`src/hw/epp_port_pkg.sv`:
```
// Shared constants and carrier types for the parallel host port
package epp_port_pkg;

    // Register selects on the host request port
    typedef enum logic [3:0] {
        SEL_PORT_DATA    = 4'h0,
        SEL_PORT_STATUS  = 4'h1,
        SEL_PORT_CONTROL = 4'h2,
        SEL_EPP_ADDRESS  = 4'h3,
        SEL_EPP_DATA     = 4'h4,
        SEL_ADDR_FIFO    = 4'h5,
        SEL_COMPAT_FIFO  = 4'h6,
        SEL_DATA_FIFO    = 4'h7,
        SEL_TEST_FIFO    = 4'h8,
        SEL_CONFIG_A     = 4'h9,
        SEL_CONFIG_B     = 4'hA,
        SEL_EXT_CONTROL  = 4'hB
    } reg_sel_t;

    localparam int  WORD_W = 8;

    typedef struct packed {
        logic              write;
        reg_sel_t          sel;
        logic [WORD_W-1:0] wdata;
    } host_req_t;

    typedef struct packed {
        logic              timeout;
        logic [WORD_W-1:0] rdata;
    } host_rsp_t;

    // Port control bit positions
    localparam int CTL_STROBE_BIT  = 0;
    localparam int CTL_INIT_BIT    = 2;
    localparam int CTL_ACK_IRQ_BIT = 4;
    localparam int CTL_DIR_BIT     = 5;
    localparam logic [7:0] CTL_WRITE_MASK = 8'h3F;
    localparam logic [7:0] CTL_RESET      = 8'h04;

    // Extended control bit positions
    localparam int ECR_EMPTY_BIT   = 0;
    localparam int ECR_FULL_BIT    = 1;
    localparam int ECR_SERVICE_BIT = 2;
    localparam logic [7:0] ECR_WRITE_MASK = 8'hFC;
    localparam logic [7:0] ECR_RESET      = 8'h00;

    // Config B bit positions
    localparam int CFGB_COMPRESS_BIT = 7;
    localparam int CFGB_IRQ_LVL_BIT  = 6;
    localparam int CFG_CHAN_W        = 3;

    localparam logic [7:0] CONFIG_A_VALUE = 8'h10;
    localparam logic [7:0] DATA_RESET     = 8'h00;

    // Read cycle watchdog
    localparam int EPP_TIMEOUT_NS   = 10000;
    localparam int CLK_PERIOD_NS    = 4;
    localparam int EPP_TIMEOUT_CYC  = EPP_TIMEOUT_NS / CLK_PERIOD_NS;
    localparam int FIFO_DEPTH_DEF   = 16;

endpackage : epp_port_pkg

```
`src/hw/epp_host_port.sv`:
```
// Parallel port logic: EPP read cycle, shared register map and FIFO
// Function
// RL1: Stall host read while peripheral holds low.
// RL2: Software sets direction bit before reads.
// RL3: Assert data or address strobe on read.
// RL4: Keep waiting until hold released or timeout.
// RL5: Peripheral drives data, then releases hold.
// RL6: On termination answer host, drop strobe.
// RL7: Peripheral releases bus after strobe ends.
// RL8: Change select, direction, data after completion.
// RL9: Write select and strobes are active low.
// RL10: Interrupt input active high, rising edge.
// RL11: Peripheral hold line marks completion, readiness.
// RL12: Provide active-low peripheral reset output.
// RL13: During cycle only write select overridable.
// RL14: Standard and EPP modes share registers.
// RL15: All FIFO views share 16-byte FIFO.
// RL16: Config B reports chosen IRQ and DMA.
// RL17: Data, status, control usable every mode.
// RL18: Port words are eight bits wide.
// RL19: Watchdog aborts cycle, flags status bit 0.
// RL20: Strobes stay high outside read cycles.
`timescale 1ns/1ps
module epp_host_port
    import epp_port_pkg::*;
#(
    parameter int FIFO_DEPTH      = FIFO_DEPTH_DEF,
    parameter int TIMEOUT_CYCLES  = EPP_TIMEOUT_CYC
) (
    // Clock and reset
    input  wire logic                         i_clk,
    input  wire logic                         i_rst,
    // Host request
    input  wire logic                         i_req_valid,
    input  wire epp_port_pkg::host_req_t      i_req,
    output logic                              o_req_ready,
    // Host answer
    output logic                              o_rsp_valid,
    output epp_port_pkg::host_rsp_t           o_rsp,
    input  wire logic                         i_rsp_ready,
    // Chip configuration
    input  wire logic                         i_epp_enable,
    input  wire logic [CFG_CHAN_W-1:0]        i_cfg_irq,
    input  wire logic [CFG_CHAN_W-1:0]        i_cfg_dma,
    // Parallel bus, split into three signals
    input  wire logic [WORD_W-1:0]            i_parallel_bus,
    output logic [WORD_W-1:0]                 o_parallel_bus,
    output logic                              o_parallel_bus_oe,
    // Peripheral control outputs
    output logic                              o_write_select_n,
    output logic                              o_data_phase_strobe_n,
    output logic                              o_address_phase_strobe_n,
    output logic                              o_peripheral_reset_n,
    output logic                              o_irq_line_level,
    // Peripheral status inputs
    input  wire logic                         i_peripheral_hold_n,
    input  wire logic                         i_peripheral_interrupt,
    input  wire logic                         i_busy,
    input  wire logic                         i_ack_n,
    input  wire logic                         i_paper_error,
    input  wire logic                         i_select,
    input  wire logic                         i_fault_n
);
    import epp_port_pkg::*;

    localparam int PW  = $clog2(FIFO_DEPTH);
    localparam int TW  = 12;

    // Parameter checks: power-of-two FIFO depth, timeout range
    if (FIFO_DEPTH < 2 || (1 << PW) != FIFO_DEPTH) begin : g_bad_depth
        $error("FIFO_DEPTH must be a power of two");
    end
    if (TIMEOUT_CYCLES < 2 || TIMEOUT_CYCLES >= (1 << TW)) begin : g_bad_timeout
        $error("TIMEOUT_CYCLES out of range");
    end

    typedef enum logic [2:0] {
        ST_IDLE    = 3'b001,
        ST_STROBE  = 3'b010,
        ST_RELEASE = 3'b100
    } cyc_state_t;

    typedef struct packed {
        cyc_state_t                       state;
        logic [TW-1:0]                    timer;
        logic [WORD_W-1:0]                port_data;
        logic [WORD_W-1:0]                control;
        logic [WORD_W-1:0]                ecr;
        logic                             compress;
        logic                             timeout;
        logic [FIFO_DEPTH-1:0][WORD_W-1:0] fifo;
        logic [PW-1:0]                    wptr;
        logic [PW-1:0]                    rptr;
        logic [PW:0]                      count;
        logic                             req_ready;
        logic                             rsp_valid;
        host_rsp_t                        rsp;
        logic                             rsp1_valid;
        host_rsp_t                        rsp1;
        logic                             wsel_n;
        logic                             dstb_n;
        logic                             astb_n;
        logic [WORD_W-1:0]                pbus;
        logic                             pbus_oe;
        logic                             prst_n;
        logic                             irq;
    } port_state_t;

    port_state_t s_ff;
    port_state_t nxt_s;

    localparam logic [PW:0]   FIFO_FULL_CNT = (PW+1)'(FIFO_DEPTH);
    localparam logic [TW-1:0] TIMER_LAST    = TW'(TIMEOUT_CYCLES - 1);

    always_comb begin
        logic              take;
        logic              push;
        host_rsp_t         push_rsp;
        logic              fifo_empty;
        logic              fifo_full;
        logic              is_epp;
        take       = i_req_valid && s_ff.req_ready;
        push       = 1'b0;
        push_rsp   = '0;
        fifo_empty = (s_ff.count == '0);
        fifo_full  = (s_ff.count == FIFO_FULL_CNT);
        is_epp     = (i_req.sel == SEL_EPP_ADDRESS) || (i_req.sel == SEL_EPP_DATA);
        nxt_s      = s_ff;

        // Drain the answer buffer
        if (s_ff.rsp_valid && i_rsp_ready) begin
            nxt_s.rsp_valid  = s_ff.rsp1_valid;
            nxt_s.rsp        = s_ff.rsp1;
            nxt_s.rsp1_valid = 1'b0;
        end

        unique case (s_ff.state)
            ST_IDLE: begin
                if (take && !i_req.write && is_epp && i_epp_enable) begin
                    // RL3 strobe on read
                    nxt_s.state   = ST_STROBE;
                    nxt_s.timer   = '0;
                    nxt_s.pbus_oe = 1'b0;
                    // RL13 strobe bit forces write select
                    nxt_s.wsel_n  = !s_ff.control[CTL_STROBE_BIT];
                    if (i_req.sel == SEL_EPP_DATA) begin
                        nxt_s.dstb_n = 1'b0;
                    end else begin
                        nxt_s.astb_n = 1'b0;
                    end
                end else if (take) begin
                    push = 1'b0;
                    // RL17 shared registers in every mode
                    // RL14 one copy for both modes
                    unique case (i_req.sel)
                        SEL_PORT_DATA: begin
                            if (i_req.write) begin
                                nxt_s.port_data = i_req.wdata;
                            end else if (s_ff.control[CTL_DIR_BIT]) begin
                                push_rsp.rdata = i_parallel_bus;
                            end else begin
                                push_rsp.rdata = s_ff.port_data;
                            end
                        end
                        SEL_PORT_STATUS: begin
                            // RL19 timeout shows in bit 0
                            push_rsp.rdata = {!i_busy, i_ack_n, i_paper_error, i_select,
                                              i_fault_n, 2'b00, s_ff.timeout};
                            if (!i_req.write) begin
                                nxt_s.timeout = 1'b0;
                            end
                        end
                        SEL_PORT_CONTROL: begin
                            if (i_req.write) begin
                                nxt_s.control = i_req.wdata & CTL_WRITE_MASK;
                            end
                            push_rsp.rdata = s_ff.control;
                        end
                        SEL_ADDR_FIFO, SEL_COMPAT_FIFO, SEL_DATA_FIFO, SEL_TEST_FIFO: begin
                            // RL15 single shared FIFO
                            if (i_req.write) begin
                                if (!fifo_full) begin
                                    nxt_s.fifo[s_ff.wptr] = i_req.wdata;
                                    nxt_s.wptr  = s_ff.wptr + 1'b1;
                                    nxt_s.count = s_ff.count + 1'b1;
                                end
                            end else if (!fifo_empty && i_req.sel != SEL_COMPAT_FIFO) begin
                                push_rsp.rdata = s_ff.fifo[s_ff.rptr];
                                nxt_s.rptr  = s_ff.rptr + 1'b1;
                                nxt_s.count = s_ff.count - 1'b1;
                            end
                        end
                        SEL_CONFIG_A: begin
                            push_rsp.rdata = CONFIG_A_VALUE;
                        end
                        SEL_CONFIG_B: begin
                            // RL16 reports configured channels
                            if (i_req.write) begin
                                nxt_s.compress = i_req.wdata[CFGB_COMPRESS_BIT];
                            end
                            push_rsp.rdata = {s_ff.compress, s_ff.irq, i_cfg_irq, i_cfg_dma};
                        end
                        SEL_EXT_CONTROL: begin
                            if (i_req.write) begin
                                nxt_s.ecr = i_req.wdata & ECR_WRITE_MASK;
                            end
                            push_rsp.rdata = s_ff.ecr;
                            push_rsp.rdata[ECR_FULL_BIT]  = fifo_full;
                            push_rsp.rdata[ECR_EMPTY_BIT] = fifo_empty;
                        end
                        default: begin
                            push_rsp.rdata = '0;
                        end
                    endcase
                    push = 1'b1;
                end
                // RL8 pins follow control only between cycles
                // RL2 direction bit releases bus and write select
                if (nxt_s.state == ST_IDLE) begin
                    nxt_s.wsel_n  = nxt_s.control[CTL_DIR_BIT];
                    nxt_s.pbus_oe = !nxt_s.control[CTL_DIR_BIT];
                    nxt_s.pbus    = nxt_s.port_data;
                end
            end
            ST_STROBE: begin
                nxt_s.timer = s_ff.timer + 1'b1;
                // RL1 RL4 stall until hold released
                if (i_peripheral_hold_n) begin
                    // RL6 final answer and strobe removal
                    push           = 1'b1;
                    push_rsp.rdata = i_parallel_bus;
                    nxt_s.state    = ST_RELEASE;
                    nxt_s.dstb_n   = 1'b1;
                    nxt_s.astb_n   = 1'b1;
                end else if (s_ff.timer == TIMER_LAST) begin
                    // RL19 watchdog abort
                    push             = 1'b1;
                    push_rsp.timeout = 1'b1;
                    push_rsp.rdata   = i_parallel_bus;
                    nxt_s.timeout    = 1'b1;
                    nxt_s.state      = ST_RELEASE;
                    nxt_s.dstb_n     = 1'b1;
                    nxt_s.astb_n     = 1'b1;
                end
            end
            ST_RELEASE: begin
                // RL7 peripheral lets go of the bus
                nxt_s.state   = ST_IDLE;
                nxt_s.wsel_n  = s_ff.control[CTL_DIR_BIT];
                nxt_s.pbus_oe = !s_ff.control[CTL_DIR_BIT];
                nxt_s.pbus    = s_ff.port_data;
            end
        endcase

        // RL20 strobes idle high
        if (nxt_s.state == ST_IDLE) begin
            nxt_s.dstb_n = 1'b1;
            nxt_s.astb_n = 1'b1;
        end

        // Two-entry answer buffer
        if (push) begin
            if (!nxt_s.rsp_valid) begin
                nxt_s.rsp_valid = 1'b1;
                nxt_s.rsp       = push_rsp;
            end else begin
                nxt_s.rsp1_valid = 1'b1;
                nxt_s.rsp1       = push_rsp;
            end
        end
        nxt_s.req_ready = (nxt_s.state == ST_IDLE) && !nxt_s.rsp1_valid;

        // RL12 reset output from the init bit
        nxt_s.prst_n = nxt_s.control[CTL_INIT_BIT];

        // RL10 rising edge sets service flag, set beats clear
        nxt_s.irq = i_peripheral_interrupt;
        if (i_peripheral_interrupt && !s_ff.irq && s_ff.control[CTL_ACK_IRQ_BIT]) begin
            nxt_s.ecr[ECR_SERVICE_BIT] = 1'b1;
        end
    end

    always_ff @(posedge i_clk or posedge i_rst) begin
        if (i_rst) begin
            s_ff           <= '0;
            s_ff.state     <= ST_IDLE;
            s_ff.port_data <= DATA_RESET;
            s_ff.control   <= CTL_RESET;
            s_ff.ecr       <= ECR_RESET;
            s_ff.wsel_n    <= 1'b1;
            s_ff.dstb_n    <= 1'b1;
            s_ff.astb_n    <= 1'b1;
            s_ff.pbus_oe   <= 1'b1;
            s_ff.prst_n    <= 1'b1;
        end else begin
            s_ff <= nxt_s;
        end
    end

    // RL9 active-low pins straight from flops
    assign o_req_ready              = s_ff.req_ready;
    assign o_rsp_valid              = s_ff.rsp_valid;
    assign o_rsp                    = s_ff.rsp;
    assign o_parallel_bus           = s_ff.pbus;
    assign o_parallel_bus_oe        = s_ff.pbus_oe;
    assign o_write_select_n         = s_ff.wsel_n;
    assign o_data_phase_strobe_n    = s_ff.dstb_n;
    assign o_address_phase_strobe_n = s_ff.astb_n;
    assign o_peripheral_reset_n     = s_ff.prst_n;
    assign o_irq_line_level         = s_ff.irq;

endmodule : epp_host_port

```
`config.mk`:
```
export PLATFORM = sky130hd
export DESIGN_NAME = epp_host_port
export DESIGN_NICKNAME = d
export VERILOG_FILES = /design/src/hw/epp_port_pkg.sv /design/src/hw/epp_host_port.sv
export SDC_FILE = /design/constraint.sdc
export NUM_CORES = 1
export LEC_CHECK = 0
export BUFFER_PORTS_ARGS = -buffer_cell sky130_fd_sc_hd__buf_4
export CORE_ASPECT_RATIO = 1.4
export CORE_MARGIN = 1
export CORE_UTILIZATION = 58
export CTS_CLUSTER_DIAMETER = 50
export DETAILED_ROUTE_END_ITERATION = 12
export PLACE_DENSITY = 0.79
export SYNTH_ARGS = -nofsm -noshare
export SYNTH_HDL_FRONTEND = slang
export SYNTH_SLANG_ARGS = --single-unit
```
`constraint.sdc`:
```
create_clock -name i_clk -period 10.09 [get_ports i_clk]
set_clock_uncertainty 0.1 [all_clocks]
set_input_delay 2.018 -clock i_clk [delete_from_list [all_inputs] [get_ports i_clk]]
set_output_delay 2.018 -clock i_clk [all_outputs]
set_load 0.05 [all_outputs]
```
# Word level (Yosys, flattened, before mapping)
# Index checks and enable logic that the tools add are counted.
word_totals:
  output_inout_bits: 25
  regBits: 216
classes:
  eq_ne: 42
  muxes: 69
  add_sub_neg: 5
  order_cmp: 3
  n_reduce_logical: 43
ops:
  columns: ["operator", "n"]
  rows:
  - ["$mux W167", 3]
  - ["$mux W132", 2]
  - ["$mux W141", 1]
  - ["$bwmux W128", 1]
  - ["$mux W8", 15]
  - ["$pmux W8 S7", 1]
  - ["$mux W9", 4]
  - ["$bmux W8 S4", 1]
  - ["$demux W8 S4", 1]
  - ["$mux W15", 2]
  - ["$pmux W12 S2", 1]
  - ["$mux W20", 1]
  - ["$ne A2 B2 Y1 const B", 10]
  - ["$reduce_and A5 Y1", 4]
  - ["$ne A3 B3 Y1 const B", 6]
  - ["$pmux W9 S2", 1]
  - ["$reduce_and A6 Y1", 3]
  - ["$mux W1", 17]
  - ["$eq A4 B3 Y1 const B", 4]
  - ["$eq A4 B4 Y1 const B", 4]
  - ["$pmux W8 S2", 1]
  - ["$add A12 B1 Y12 const B", 1]
  - ["$eq A12 B12 Y1 const B", 1]
  - ["$ne A2 B1 Y1 const B", 6]
  - ["other kinds (33)", 71]

# Depth between registers and ports, before layout
# Gate-level depths: netlist of the first run.
depth:
  word_depth: 14
  depth_mapped: 8
  ltp_nobuf: 7

# Worst setup path after synthesis of the first run
# Ideal clock, no wire load.
synth_timing:
  path_type: "input-to-reg"
  from: "input port i_req[9] in the netlist's numbering"
  to: "register s_ff[201] in the netlist's numbering"
  slack_ns: 6.157
  arrival_time_ns: 3.708
  cell_stages: 7
  setup_time_ns: 0.125
  required_time_ns: 9.865
  cell_sequence: "clkbuf_1 -> and3b_1 -> o2111a_1 -> buf_2 -> nor3_1 -> buf_2 -> mux2_2"
synth_between:
  elab_chain_len: 6
  elab_cells_between_ends: 10
synth_lines:
  columns: ["element", "line_no", "rtl"]
  rows:
  - ["from (decl)", "epp_host_port.sv:35", "input wire epp_port_pkg::host_req_t i_req,"]
  - ["$eq A4 B2 Y1 or $eq A4 B3 Y1 (tied branches)", "epp_host_port.sv:127", "is_epp = (i_req.sel == SEL_EPP_ADDRESS) || (i_req.sel == SEL_EPP_DATA);"]
  - ["$logic_or A1 B1 Y1", "epp_host_port.sv:127", null]
  - ["$logic_and A1 B1 Y1 (2 in a row)", "epp_host_port.sv:139", "if (take && !i_req.write && is_epp && i_epp_enable) begin"]
  - ["$mux W167 (*)", "epp_host_port.sv:139", null]
  - ["$mux W167 (*)", "epp_host_port.sv:137", "unique case (s_ff.state)"]
  - ["to (signal assigned)", "epp_host_port.sv:296", "s_ff <= nxt_s;"]
  - ["to (decl)", "epp_host_port.sv:109", "port_state_t s_ff;"]
# Every way passes the cells marked *; elsewhere a longest branch is shown, timed or not. The select of a mux whose other input is x is not followed.
# A chain may end at the register's enable or synchronous reset.

# Worst setup path in the final report of the first run
layout_timing:
  from: "input port i_req[12] in the netlist's numbering"
  to: "register s_ff[154] in the netlist's numbering"
layout_between:
  elab_chain_len: 6
  elab_cells_between_ends: 7
layout_lines:
  columns: ["element", "line_no"]
  rows:
  - ["$logic_not A1 Y1", null]
  - ["$logic_and A1 B1 Y1 (3 in a row)", "epp_host_port.sv:139"]
  - ["$ne A2 B2 Y1 (no source line)", null]
  - ["$reduce_and A6 Y1 (no source line) (*)", null]
# Every way passes the cells marked *; elsewhere a longest branch is shown, timed or not.

==> impl_metrics.yaml, run 1 <==
status:
  outcome: "finished, final reports clean"
setup_path:
  crit_path_start_kind: "primary input"
  endpoint_kind: "flop"
  path_max_fanout: 17
  r2r_setup_slack_ns: 7.04
  rr_startpoint: "s_ff[214]$_DFF_PP1_"
  crit_required_ns: 10.38
  crit_type: "primary input to flop"
  r2r_cells: 5
  crit_arrival_ns: 4.25
  r2r-end: "s_ff[15]$_DFFE_PP0P_"
yosys:
  synth-edff-count: 0
  yosysMostFrequentCell: "dfrtp_1"
  ys_types: 74
  yosys.area_share.simple_pct: 10.7
  synth_top_area_share_pct: 47.9
  synthArstFlopShare_pct: 100
  synthesis.instances: 846
  synth_area_leaders: "dfrtp_1 (48%), mux2_2 (9.1%), mux2_1 (7.5%)"
  synth.net_count: 895
  yosys.area_share.adder_pct: 1.23
  ys_seq_area_share_pct: 49.4
  synth_top_area_cell: "dfrtp_1"
  synthMuxAreaShare_pct: 25.0
  synth-seq-cells: 212
  syn_avg_cell_area_um2: 12.7
  synth-compound-area-share_pct: 9.05
  synth_xor_area_share_pct: 0.733
  syn_area_um2: 10800
  synth_top_family_by_area: "multiplexers"
  synth_ff_type: "dfrtp_1"
  synth.top_cells.by_count: "dfrtp_1 (206), mux2_2 (87), mux2_1 (72)"
  synth_warnings: 0
floorplanning:
  num_rows: 58
  initial_utilization_pct: 59.5
  io_pins: 64
  dieArea_um2: 19100
  core_um2: 18100
  die_y_um: 163
  die_w_um: 117
global_route:
  grt.met2_usage_pct: 48.4
  grt_pass1_vias: 7375
  grt_most_used_layer: "met2"
  overflow: 0
  use_met3_pct: 3.71
  track_usage_pct: 28.2
  grt_max_degree: 135
  antenna_found_initial: 0
  grt_util_met1_pct: 34.1
  grt_first_pass_wirelength_mm: 40.6
timing:
  setup_viol: 0
  hold_viol: 0
  report.final.slew_viol_count: 0
  rsz0062_at_grt: "no"
  period_minus_slack_ns: 3.96
  finalCritPeriodShare_pct: 39.2
  tightest_slew_ns: 1.19
  fin_tns_setup_ns: 0
  fmax_mhz: 253
  slew_headroom_pct: 19.8
cells_and_area:
  antenna_cells: 0
  fin_nets: 917
  drive_gt1_share_pct: 29.1
  finalNonFillerCells: 1122
  area_growth_pct: 10.7
cts:
  post-cts-setup-buffer-count: 0
  clk_path_buf_depth: 3
  numCtsBuffers: 22
  holdBufCountCts: 0
  clk_latency_ns: 0.51
  cts.clk_slew.worst_paths_ns: 0.06
  post_cts_resized: 0
  cts_sinks: 212
  htreeDepth: 1
  cts_tree: "yes"
  clock-root-buffer: "clkbuf_16"
routing:
  drtIter0Drc: 428
  wl_per_cell_um: 22.8
  first_pass_iters: 4
  viasPerCell: 6.33
  wirelength_mm: 25.6
  vias: 7098
  drc_errors: 0
  ant_nets: 0
power:
  vdd.ir_drop.worst_uv: 151
  power_per_cell_area_nw_per_um2: 142
  p_leak_nw: 5.70
  p_switching_uw: 379
  combPwrFrac_pct: 3.8
  p_sw_share_pct: 22.3
  p_int_mw: 1.32
  pwr-share-clk_pct: 46.0
  p_seq_share_pct: 50.2
hold_path:
  holdPathStages: 1
  hold-path-endpoint: "s_ff[81]$_DFFE_PP0P_"
  hp-start: "s_ff[81]$_DFFE_PP0P_"
  min-delay-path-class: "flop to flop"
placement:
  place.detailed.hpwl_mm: 17.7
  dp_cells: 1084
  port_buffers: 63
  place.gp.congestion: 0.955
job:
  maxCapViolCount: 0
## cells by family after synthesis
| family | Yosys count |
|---|---|
| mux | 210 |
| xor+xnor | 9 |
| fa+ha+maj | 10 |
| flops | 212 |
| simple gates | 184 |
| buf+inv | 85 |
| compound gates | 136 |
## registers in the layout (all words and copies together), names as in the netlist
signal / count
o_parallel_bus: 8
s_ff: 188
o_write_select_n: 1
o_req_ready: 1
o_irq_line_level: 1
o_parallel_bus_oe: 1
o_rsp: 9
o_data_phase_strobe_n: 1
o_address_phase_strobe_n: 1
o_rsp_valid: 1
## final cells by class
| class | instances | area, um^2 |
|---|---|---|
| Clock buffer | 27 | 599 |
| Inverter | 15 | 63.8 |
| Clock inverter | 11 | 96.3 |
| Multi-Input combinational cell | 549 | 5020 |
| Fill cell | 1339 | 6160 |
| Sequential cell | 212 | 5320 |
| Tap cell | 240 | 300 |
| Timing Repair Buffer | 68 | 510 |
## power groups by stage
stage / combinational (mW) / clock [mW] / sequential, mW
2_1_floorplan: 0.0367 / 0 / 0.868
3_3_place_gp: 0.0645 / 0 / 0.867
3_5_place_dp: 0.0645 / 0 / 0.867
4_1_cts: 0.0647 / 0.791 / 0.852
5_1_grt: 0.0705 / 0.825 / 0.851
6_report: 0.0639 / 0.781 / 0.852
## cells in the final DEF (no fill, tap or decap), types with 3 or more instances in the layout
cell,synthesis,routed
mux2_1,72,72
nand3_1,25,25
clkbuf_8,0,3
nand2_1,50,50
o211ai_1,3,3
a31oi_1,7,7
o21bai_1,3,3
a221oi_1,9,9
mux2i_1,20,20
clkbuf_16,0,22
nor3_1,6,6
mux2_2,87,87
nand4_2,4,4
inv_1,14,13
mux4_2,31,31
and2_1,12,12
a22oi_1,20,20
dfrtp_1,206,204
and3_1,8,8
nand3b_1,4,4
ha_1,9,9
nor2_1,16,16
xnor2_1,4,4
dfstp_2,6,6
xor2_1,5,5
nand3_2,3,3
a221o_1,10,10
o21ai_0,37,37
clkinv_2,0,7
nor3b_1,6,6
a21oi_1,10,10
buf_4,18,68
o31ai_1,4,4
nand4_1,9,9
nor2b_1,10,10
a32oi_1,3,3
a2111oi_0,6,6
nand3_4,9,9
## critical path, stage by stage
cell      delay [ns]
buf_4           0.19
clkinv_1        0.37
a21oi_1         0.33
and4_1          0.23
buf_4           0.35
nand4_2         0.34
mux2_2          0.39
## metrics by stage
stage | hold slack (ns) | setup WS, ns | util, % | cell area [um^2] | total power [mW]
2_1_floorplan | 0.344 | 2.19 | - | 10800 | 0.905
3_3_place_gp | 0.361 | 5.72 | 62.0 | 11200 | 0.932
3_5_place_dp | 0.372 | 5.66 | 62.0 | 11200 | 0.932
4_1_cts | 0.386 | 6.18 | 65.9 | 11900 | 1.71
5_1_grt | 0.397 | 5.99 | 65.9 | 11900 | 1.75
6_report | 0.383 | 6.13 | 65.9 | 11900 | 1.70
## worst max-delay path by stage
stage,start,to,slack [ns],cells past startpoint
2_1_floorplan,i_rst,o_irq_line_level$_DFF_PP0_,2.19,1
3_3_place_gp,i_req[12],s_ff[158]$_DFFE_PP0P_,5.72,7
3_5_place_dp,i_req[12],s_ff[157]$_DFFE_PP0P_,5.66,7
4_1_cts,i_req[12],s_ff[154]$_DFFE_PP0P_,6.18,7
5_1_grt,i_req[12],s_ff[154]$_DFFE_PP0P_,5.99,7
6_report,i_req[12],s_ff[154]$_DFFE_PP0P_,6.13,7
## routing by layer
layer	up-vias	share of wire, %
met3	83	4.4
met5	-	0
met4	0	5.6
li1	3195	-
met2	245	51
met1	3575	39
Power figures use the tool's default switching activity.
==> run 2: changes to the inputs <==
clock period = 3.7 ns   (was 10.09 ns; I/O delays follow)
==> impl_metrics.yaml, run 2 (synthesized netlist as in run 1, its figures left out) <==
setup_path:
  crit_path_start_kind: "flop"
  path_max_fanout: 17
  crit_required_ns: 4.00
  crit_type: "flop to flop"
  cpPeakStageDelay_ns: 0.62
  crit_arrival_ns: 3.24
  endpoint_kind: "flop"
  cp_slowest_cell: "dfstp_2"
  worstPathCellList: "or3b_1 > nor2_4 > and4_1 > buf_4 > nand4_2 > mux2_2"
placement:
  place.gp.congestion: 0.915
  place.detailed.hpwl_mm: 17.5
  port_buffers: 63
floorplanning:
  die_y_um: 163
  die_w_um: 117
  initial_utilization_pct: 59.5
  io_pins: 64
  dieArea_um2: 19100
  core_um2: 18100
  num_rows: 58
cts:
  cts.clk_slew.worst_paths_ns: 0.06
  holdBufCountCts: 0
  htreeDepth: 1
  post_cts_resized: 0
  clk_path_buf_depth: 3
  clk_latency_ns: 0.51
  cts_sinks: 212
  post-cts-setup-buffer-count: 0
  numCtsBuffers: 22
  cts_tree: "yes"
  clock-root-buffer: "clkbuf_16"
timing:
  report.final.slew_viol_count: 0
  tightest_slew_ns: 0.865
  fin_tns_setup_ns: 0
  fmax_mhz: 340
  setup_viol: 0
  rsz0062_at_grt: "no"
  slew_headroom_pct: 41.5
  period_minus_slack_ns: 2.94
  finalCritPeriodShare_pct: 79.6
  hold_viol: 0
routing:
  first_pass_iters: 5
  drc_errors: 0
  vias: 7247
  wirelength_mm: 25.0
  ant_nets: 0
  viasPerCell: 6.39
  wl_per_cell_um: 22.0
  drtIter0Drc: 506
power:
  power_per_cell_area_nw_per_um2: 397
  p_leak_nw: 5.79
  vdd.ir_drop.worst_uv: 378
cells_and_area:
  largest_reg_flops: 188
  drive_gt1_share_pct: 30.3
  top_register: "s_ff"
  area_growth_pct: 12.5
  fin_util_pct: 66.9
  antenna_cells: 0
  fin_nets: 928
  layout_commonest_cell: "dfrtp_1"
  layout_common_cells: "dfrtp_1 (204), mux2_2 (87), buf_4 (76)"
global_route:
  grt_max_degree: 105
  overflow: 0
  grt_pass1_vias: 7535
  track_usage_pct: 27.8
  antenna_found_initial: 0
  grt_first_pass_wirelength_mm: 40.3
job:
  maxCapViolCount: 0
hold_path:
  min-delay-path-class: "primary input to asynchronous set/reset pin"
status:
  outcome: "finished, final reports clean"
run 2: layout make-up:
class | instances | area [um^2]
Fill cell | 1306 | 5970
Timing Repair Buffer | 79 | 631
Tap cell | 240 | 300
Multi-Input combinational cell | 549 | 5020
Clock buffer | 29 | 637
Sequential cell | 212 | 5320
Inverter | 15 | 60.1
Clock inverter | 11 | 133
run 2: critical path: cells and delay by family (launching register included):
kind	cells	cell delay, ns
buf+inv	1	0.35
mux	1	0.39
simple gates	4	1.37
flops	1	0.62
run 2: routing by layer:
layer | share of wire (%) | vias to the layer above | routed length [um] | track usage, %
li1 | - | 3228 | - | -
met1 | 39 | 3681 | 9810 | 33.2
met2 | 52 | 259 | 12900 | 48.3
met3 | 4.6 | 79 | 1150 | 4.23
met4 | 4.5 | 0 | 1130 | 13.5
met5 | 0 | - | 0 | 0
run 2: metrics by stage:
stage                     cells  setup WS (ns)  hold slack [ns]  area [um^2]  total power, mW
final                      1135          0.757           0.0489        12100             4.80
after global routing       1135          0.635           0.0598        12100             4.95
after CTS                  1135          0.771           0.0470        12100             4.84
after detailed placement   1095          0.558            0.376        11300             2.55
after global placement     1095          0.627            0.368        11300             2.54
after floorplan             846          0.109            0.344        10800             2.47
run 2: report_power, final:
group | switching (mW) | total [mW] | internal [mW]
Sequential | 0.00167 | 2.32 | 2.32
Clock | 0.933 | 2.30 | 1.36
Combinational | 0.124 | 0.179 | 0.0547
Total | 1.06 | 4.80 | 3.74
run 2: path summary, 6_finish.rpt:
path,from,to,slack [ns],depth (start not counted)
min reg2reg,s_ff[103]$_DFFE_PP0P_,s_ff[103]$_DFFE_PP0P_,0.39,1
max in group asynchronous,i_rst,s_ff[136]$_DFFE_PP0P_,2.66,3
max,s_ff[214]$_DFF_PP1_,s_ff[155]$_DFFE_PP0P_,0.76,6
min,i_rst,s_ff[39]$_DFFE_PP0P_,0.05,2
max reg2reg,s_ff[214]$_DFF_PP1_,s_ff[155]$_DFFE_PP0P_,0.76,6
min in group i_clk,i_peripheral_interrupt,o_irq_line_level$_DFF_PP0_,0.24,1
==> run 3: changes to the inputs <==
ABC_AREA = 1   (was default)
CORE_UTILIZATION = 56   (was 58)
clock period = 2.6 ns   (was 3.7 ns; I/O delays follow)
==> impl_metrics.yaml, run 3 <==
routing:
  drtIter0Drc: 738
  ant_nets: 0
  wl_per_cell_um: 16.5
  viasPerCell: 5.52
  drc_errors: 0
  vias: 9799
  wirelength_mm: 29.3
  first_pass_iters: 5
timing:
  holdWs_ns: 0.0439
  tightest_slew_ns: 0.824
  setup_viol: 0
  fmax_mhz: 423
  slew_headroom_pct: 45.0
  period_minus_slack_ns: 2.37
  rsz0062_at_grt: "no"
  report.final.slew_viol_count: 0
  finalCritPeriodShare_pct: 91.0
  hold_viol: 0
yosys:
  synth_area_leaders: "dfrtp_1 (46%), nand2_1 (18%), o21ai_0 (5.9%)"
  synth_top_area_share_pct: 45.7
  ys_seq_area_share_pct: 47.1
  synth.top_cells.by_count: "nand2_1 (539), dfrtp_1 (206), inv_1 (140)"
  synthArstFlopShare_pct: 100
  synth-edff-count: 0
  syn_area_um2: 11300
  ys_types: 48
  yosysMostFrequentCell: "nand2_1"
  synthesis.instances: 1463
  synth-seq-cells: 212
  synth_warnings: 0
  synth_top_area_cell: "dfrtp_1"
  synth_ff_type: "dfrtp_1"
  synth.net_count: 1512
  syn_avg_cell_area_um2: 7.70
power:
  p_leak_nw: 6.32
  vdd.ir_drop.worst_uv: 501
  power_per_cell_area_nw_per_um2: 547
setup_path:
  crit_required_ns: 2.90
  startpoint: "s_ff[214]$_DFF_PP1_"
  r2r_cells: 8
  crit_arrival_ns: 2.67
  crit_type: "flop to flop"
  rr_startpoint: "s_ff[214]$_DFF_PP1_"
  path_max_fanout: 19
  crit_path_start_kind: "flop"
  endpoint_kind: "flop"
  r2r_setup_slack_ns: 0.23
  critical_path.endpoint: "s_ff[83]$_DFFE_PP0P_"
  r2r-end: "s_ff[83]$_DFFE_PP0P_"
cells_and_area:
  top_register: "s_ff"
  fin_nets: 1555
  area_growth_pct: 13.0
  antenna_cells: 0
  layout_common_cells: "nand2_1 (539), dfrtp_1 (205), inv_1 (139)"
  regArea_um2: 5310
  layout_commonest_cell: "nand2_1"
  drive_gt1_share_pct: 14.8
  largest_reg_flops: 188
  fillCellCount: 1653
  finalNonFillerCells: 1774
  multi_input_area_um2: 4920
cts:
  clk_path_buf_depth: 3
  post-cts-setup-buffer-count: 0
  cts_sinks: 212
  holdBufCountCts: 1
  htreeDepth: 1
  post_cts_resized: 0
  numCtsBuffers: 23
  clock-root-buffer: "clkbuf_16"
  cts_tree: "yes"
  cts.clk_slew.worst_paths_ns: 0.06
  clk_latency_ns: 0.50
hold_path:
  min-delay-path-class: "primary input to flop"
global_route:
  antenna_found_initial: 0
  grt_max_degree: 58
  overflow: 0
  track_usage_pct: 29.6
  grt_first_pass_wirelength_mm: 47.8
  grt_pass1_vias: 9621
placement:
  dp_cells: 1732
  port_buffers: 63
  place.detailed.hpwl_mm: 20.3
  place.gp.congestion: 0.967
status:
  outcome: "finished, final reports clean"
floorplanning:
  dieArea_um2: 20700
  core_um2: 19800
  die_y_um: 170
  die_w_um: 122
  io_pins: 64
  initial_utilization_pct: 57.0
  num_rows: 61
job:
  maxCapViolCount: 0
## run 3: area by class of cell
class / count / area share (%)
Inverter: 153 / 4.58
Tap cell: 252 / 2.47
Sequential cell: 212 / 41.7
Multi-Input combinational cell: 1015 / 38.6
Clock buffer: 30 / 4.88
Clock inverter: 11 / 1.21
Timing Repair Buffer: 101 / 6.56
## run 3: kinds of logic after synthesis
family / count (synthesis) / synth area share [%]
compound gates: 237 / 12.3
xor+xnor: 9 / 0.699
fa+ha+maj: 10 / 1.18
buf+inv: 236 / 9.25
flops: 212 / 47.1
mux: 2 / 0.189
simple gates: 757 / 29.2
## run 3: metal layers
metal	track usage (%)	vias to the layer above	part of all wire (%)	routed length (um)
li1	-	4746	-	-
met1	34.9	4613	39	11400
met2	51.8	331	51	14800
met3	3.99	109	5.1	1490
met4	16.0	0	5.5	1600
met5	0	-	0	0
## run 3: critical path, stage by stage (launching register included)
cell	delay, ns
dfstp_2	0.57
nand3_2	0.19
nor2_1	0.22
nand3_2	0.11
inv_2	0.10
nand2_4	0.07
inv_6	0.21
nand4_2	0.35
o21ai_0	0.33
## run 3: metrics by stage
| stage | TNS, ns | total power, mW | utilization, % | worst slack, ns | cell area (um^2) |
|---|---|---|---|---|---|
| after floorplan | -159.27 | 3.49 | - | -0.771 | 11300 |
| after global placement | 0 | 3.63 | 60.5 | 0.277 | 12000 |
| after detailed placement | 0 | 3.63 | 60.5 | 0.182 | 12000 |
| after CTS | 0 | 7.01 | 64.4 | 0.288 | 12700 |
| after global routing | 0 | 7.18 | 64.4 | 0.0655 | 12700 |
| final | 0 | 6.96 | 64.4 | 0.234 | 12700 |
## run 3: worst min path at each step
| stage | start | endpoint | slack (ns) | cells past startpoint |
|---|---|---|---|---|
| finish | i_peripheral_interrupt | o_irq_line_level$_DFF_PP0_ | 0.04 | 1 |
| global route | i_peripheral_interrupt | o_irq_line_level$_DFF_PP0_ | 0.03 | 1 |
| CTS | i_peripheral_interrupt | o_irq_line_level$_DFF_PP0_ | 0.03 | 1 |
| detailed placement | s_ff[149]$_DFFE_PP0P_ | s_ff[149]$_DFFE_PP0P_ | 0.36 | 2 |
| global placement | s_ff[48]$_DFFE_PP0P_ | s_ff[48]$_DFFE_PP0P_ | 0.36 | 2 |
| floorplan | s_ff[48]$_DFFE_PP0P_ | s_ff[48]$_DFFE_PP0P_ | 0.35 | 2 |
## run 3: power breakdown
group	internal [mW]	total, mW	switching [mW]
clock network	2.01	3.39	1.38
logic	0.0819	0.271	0.189
registers	3.30	3.30	0.000760
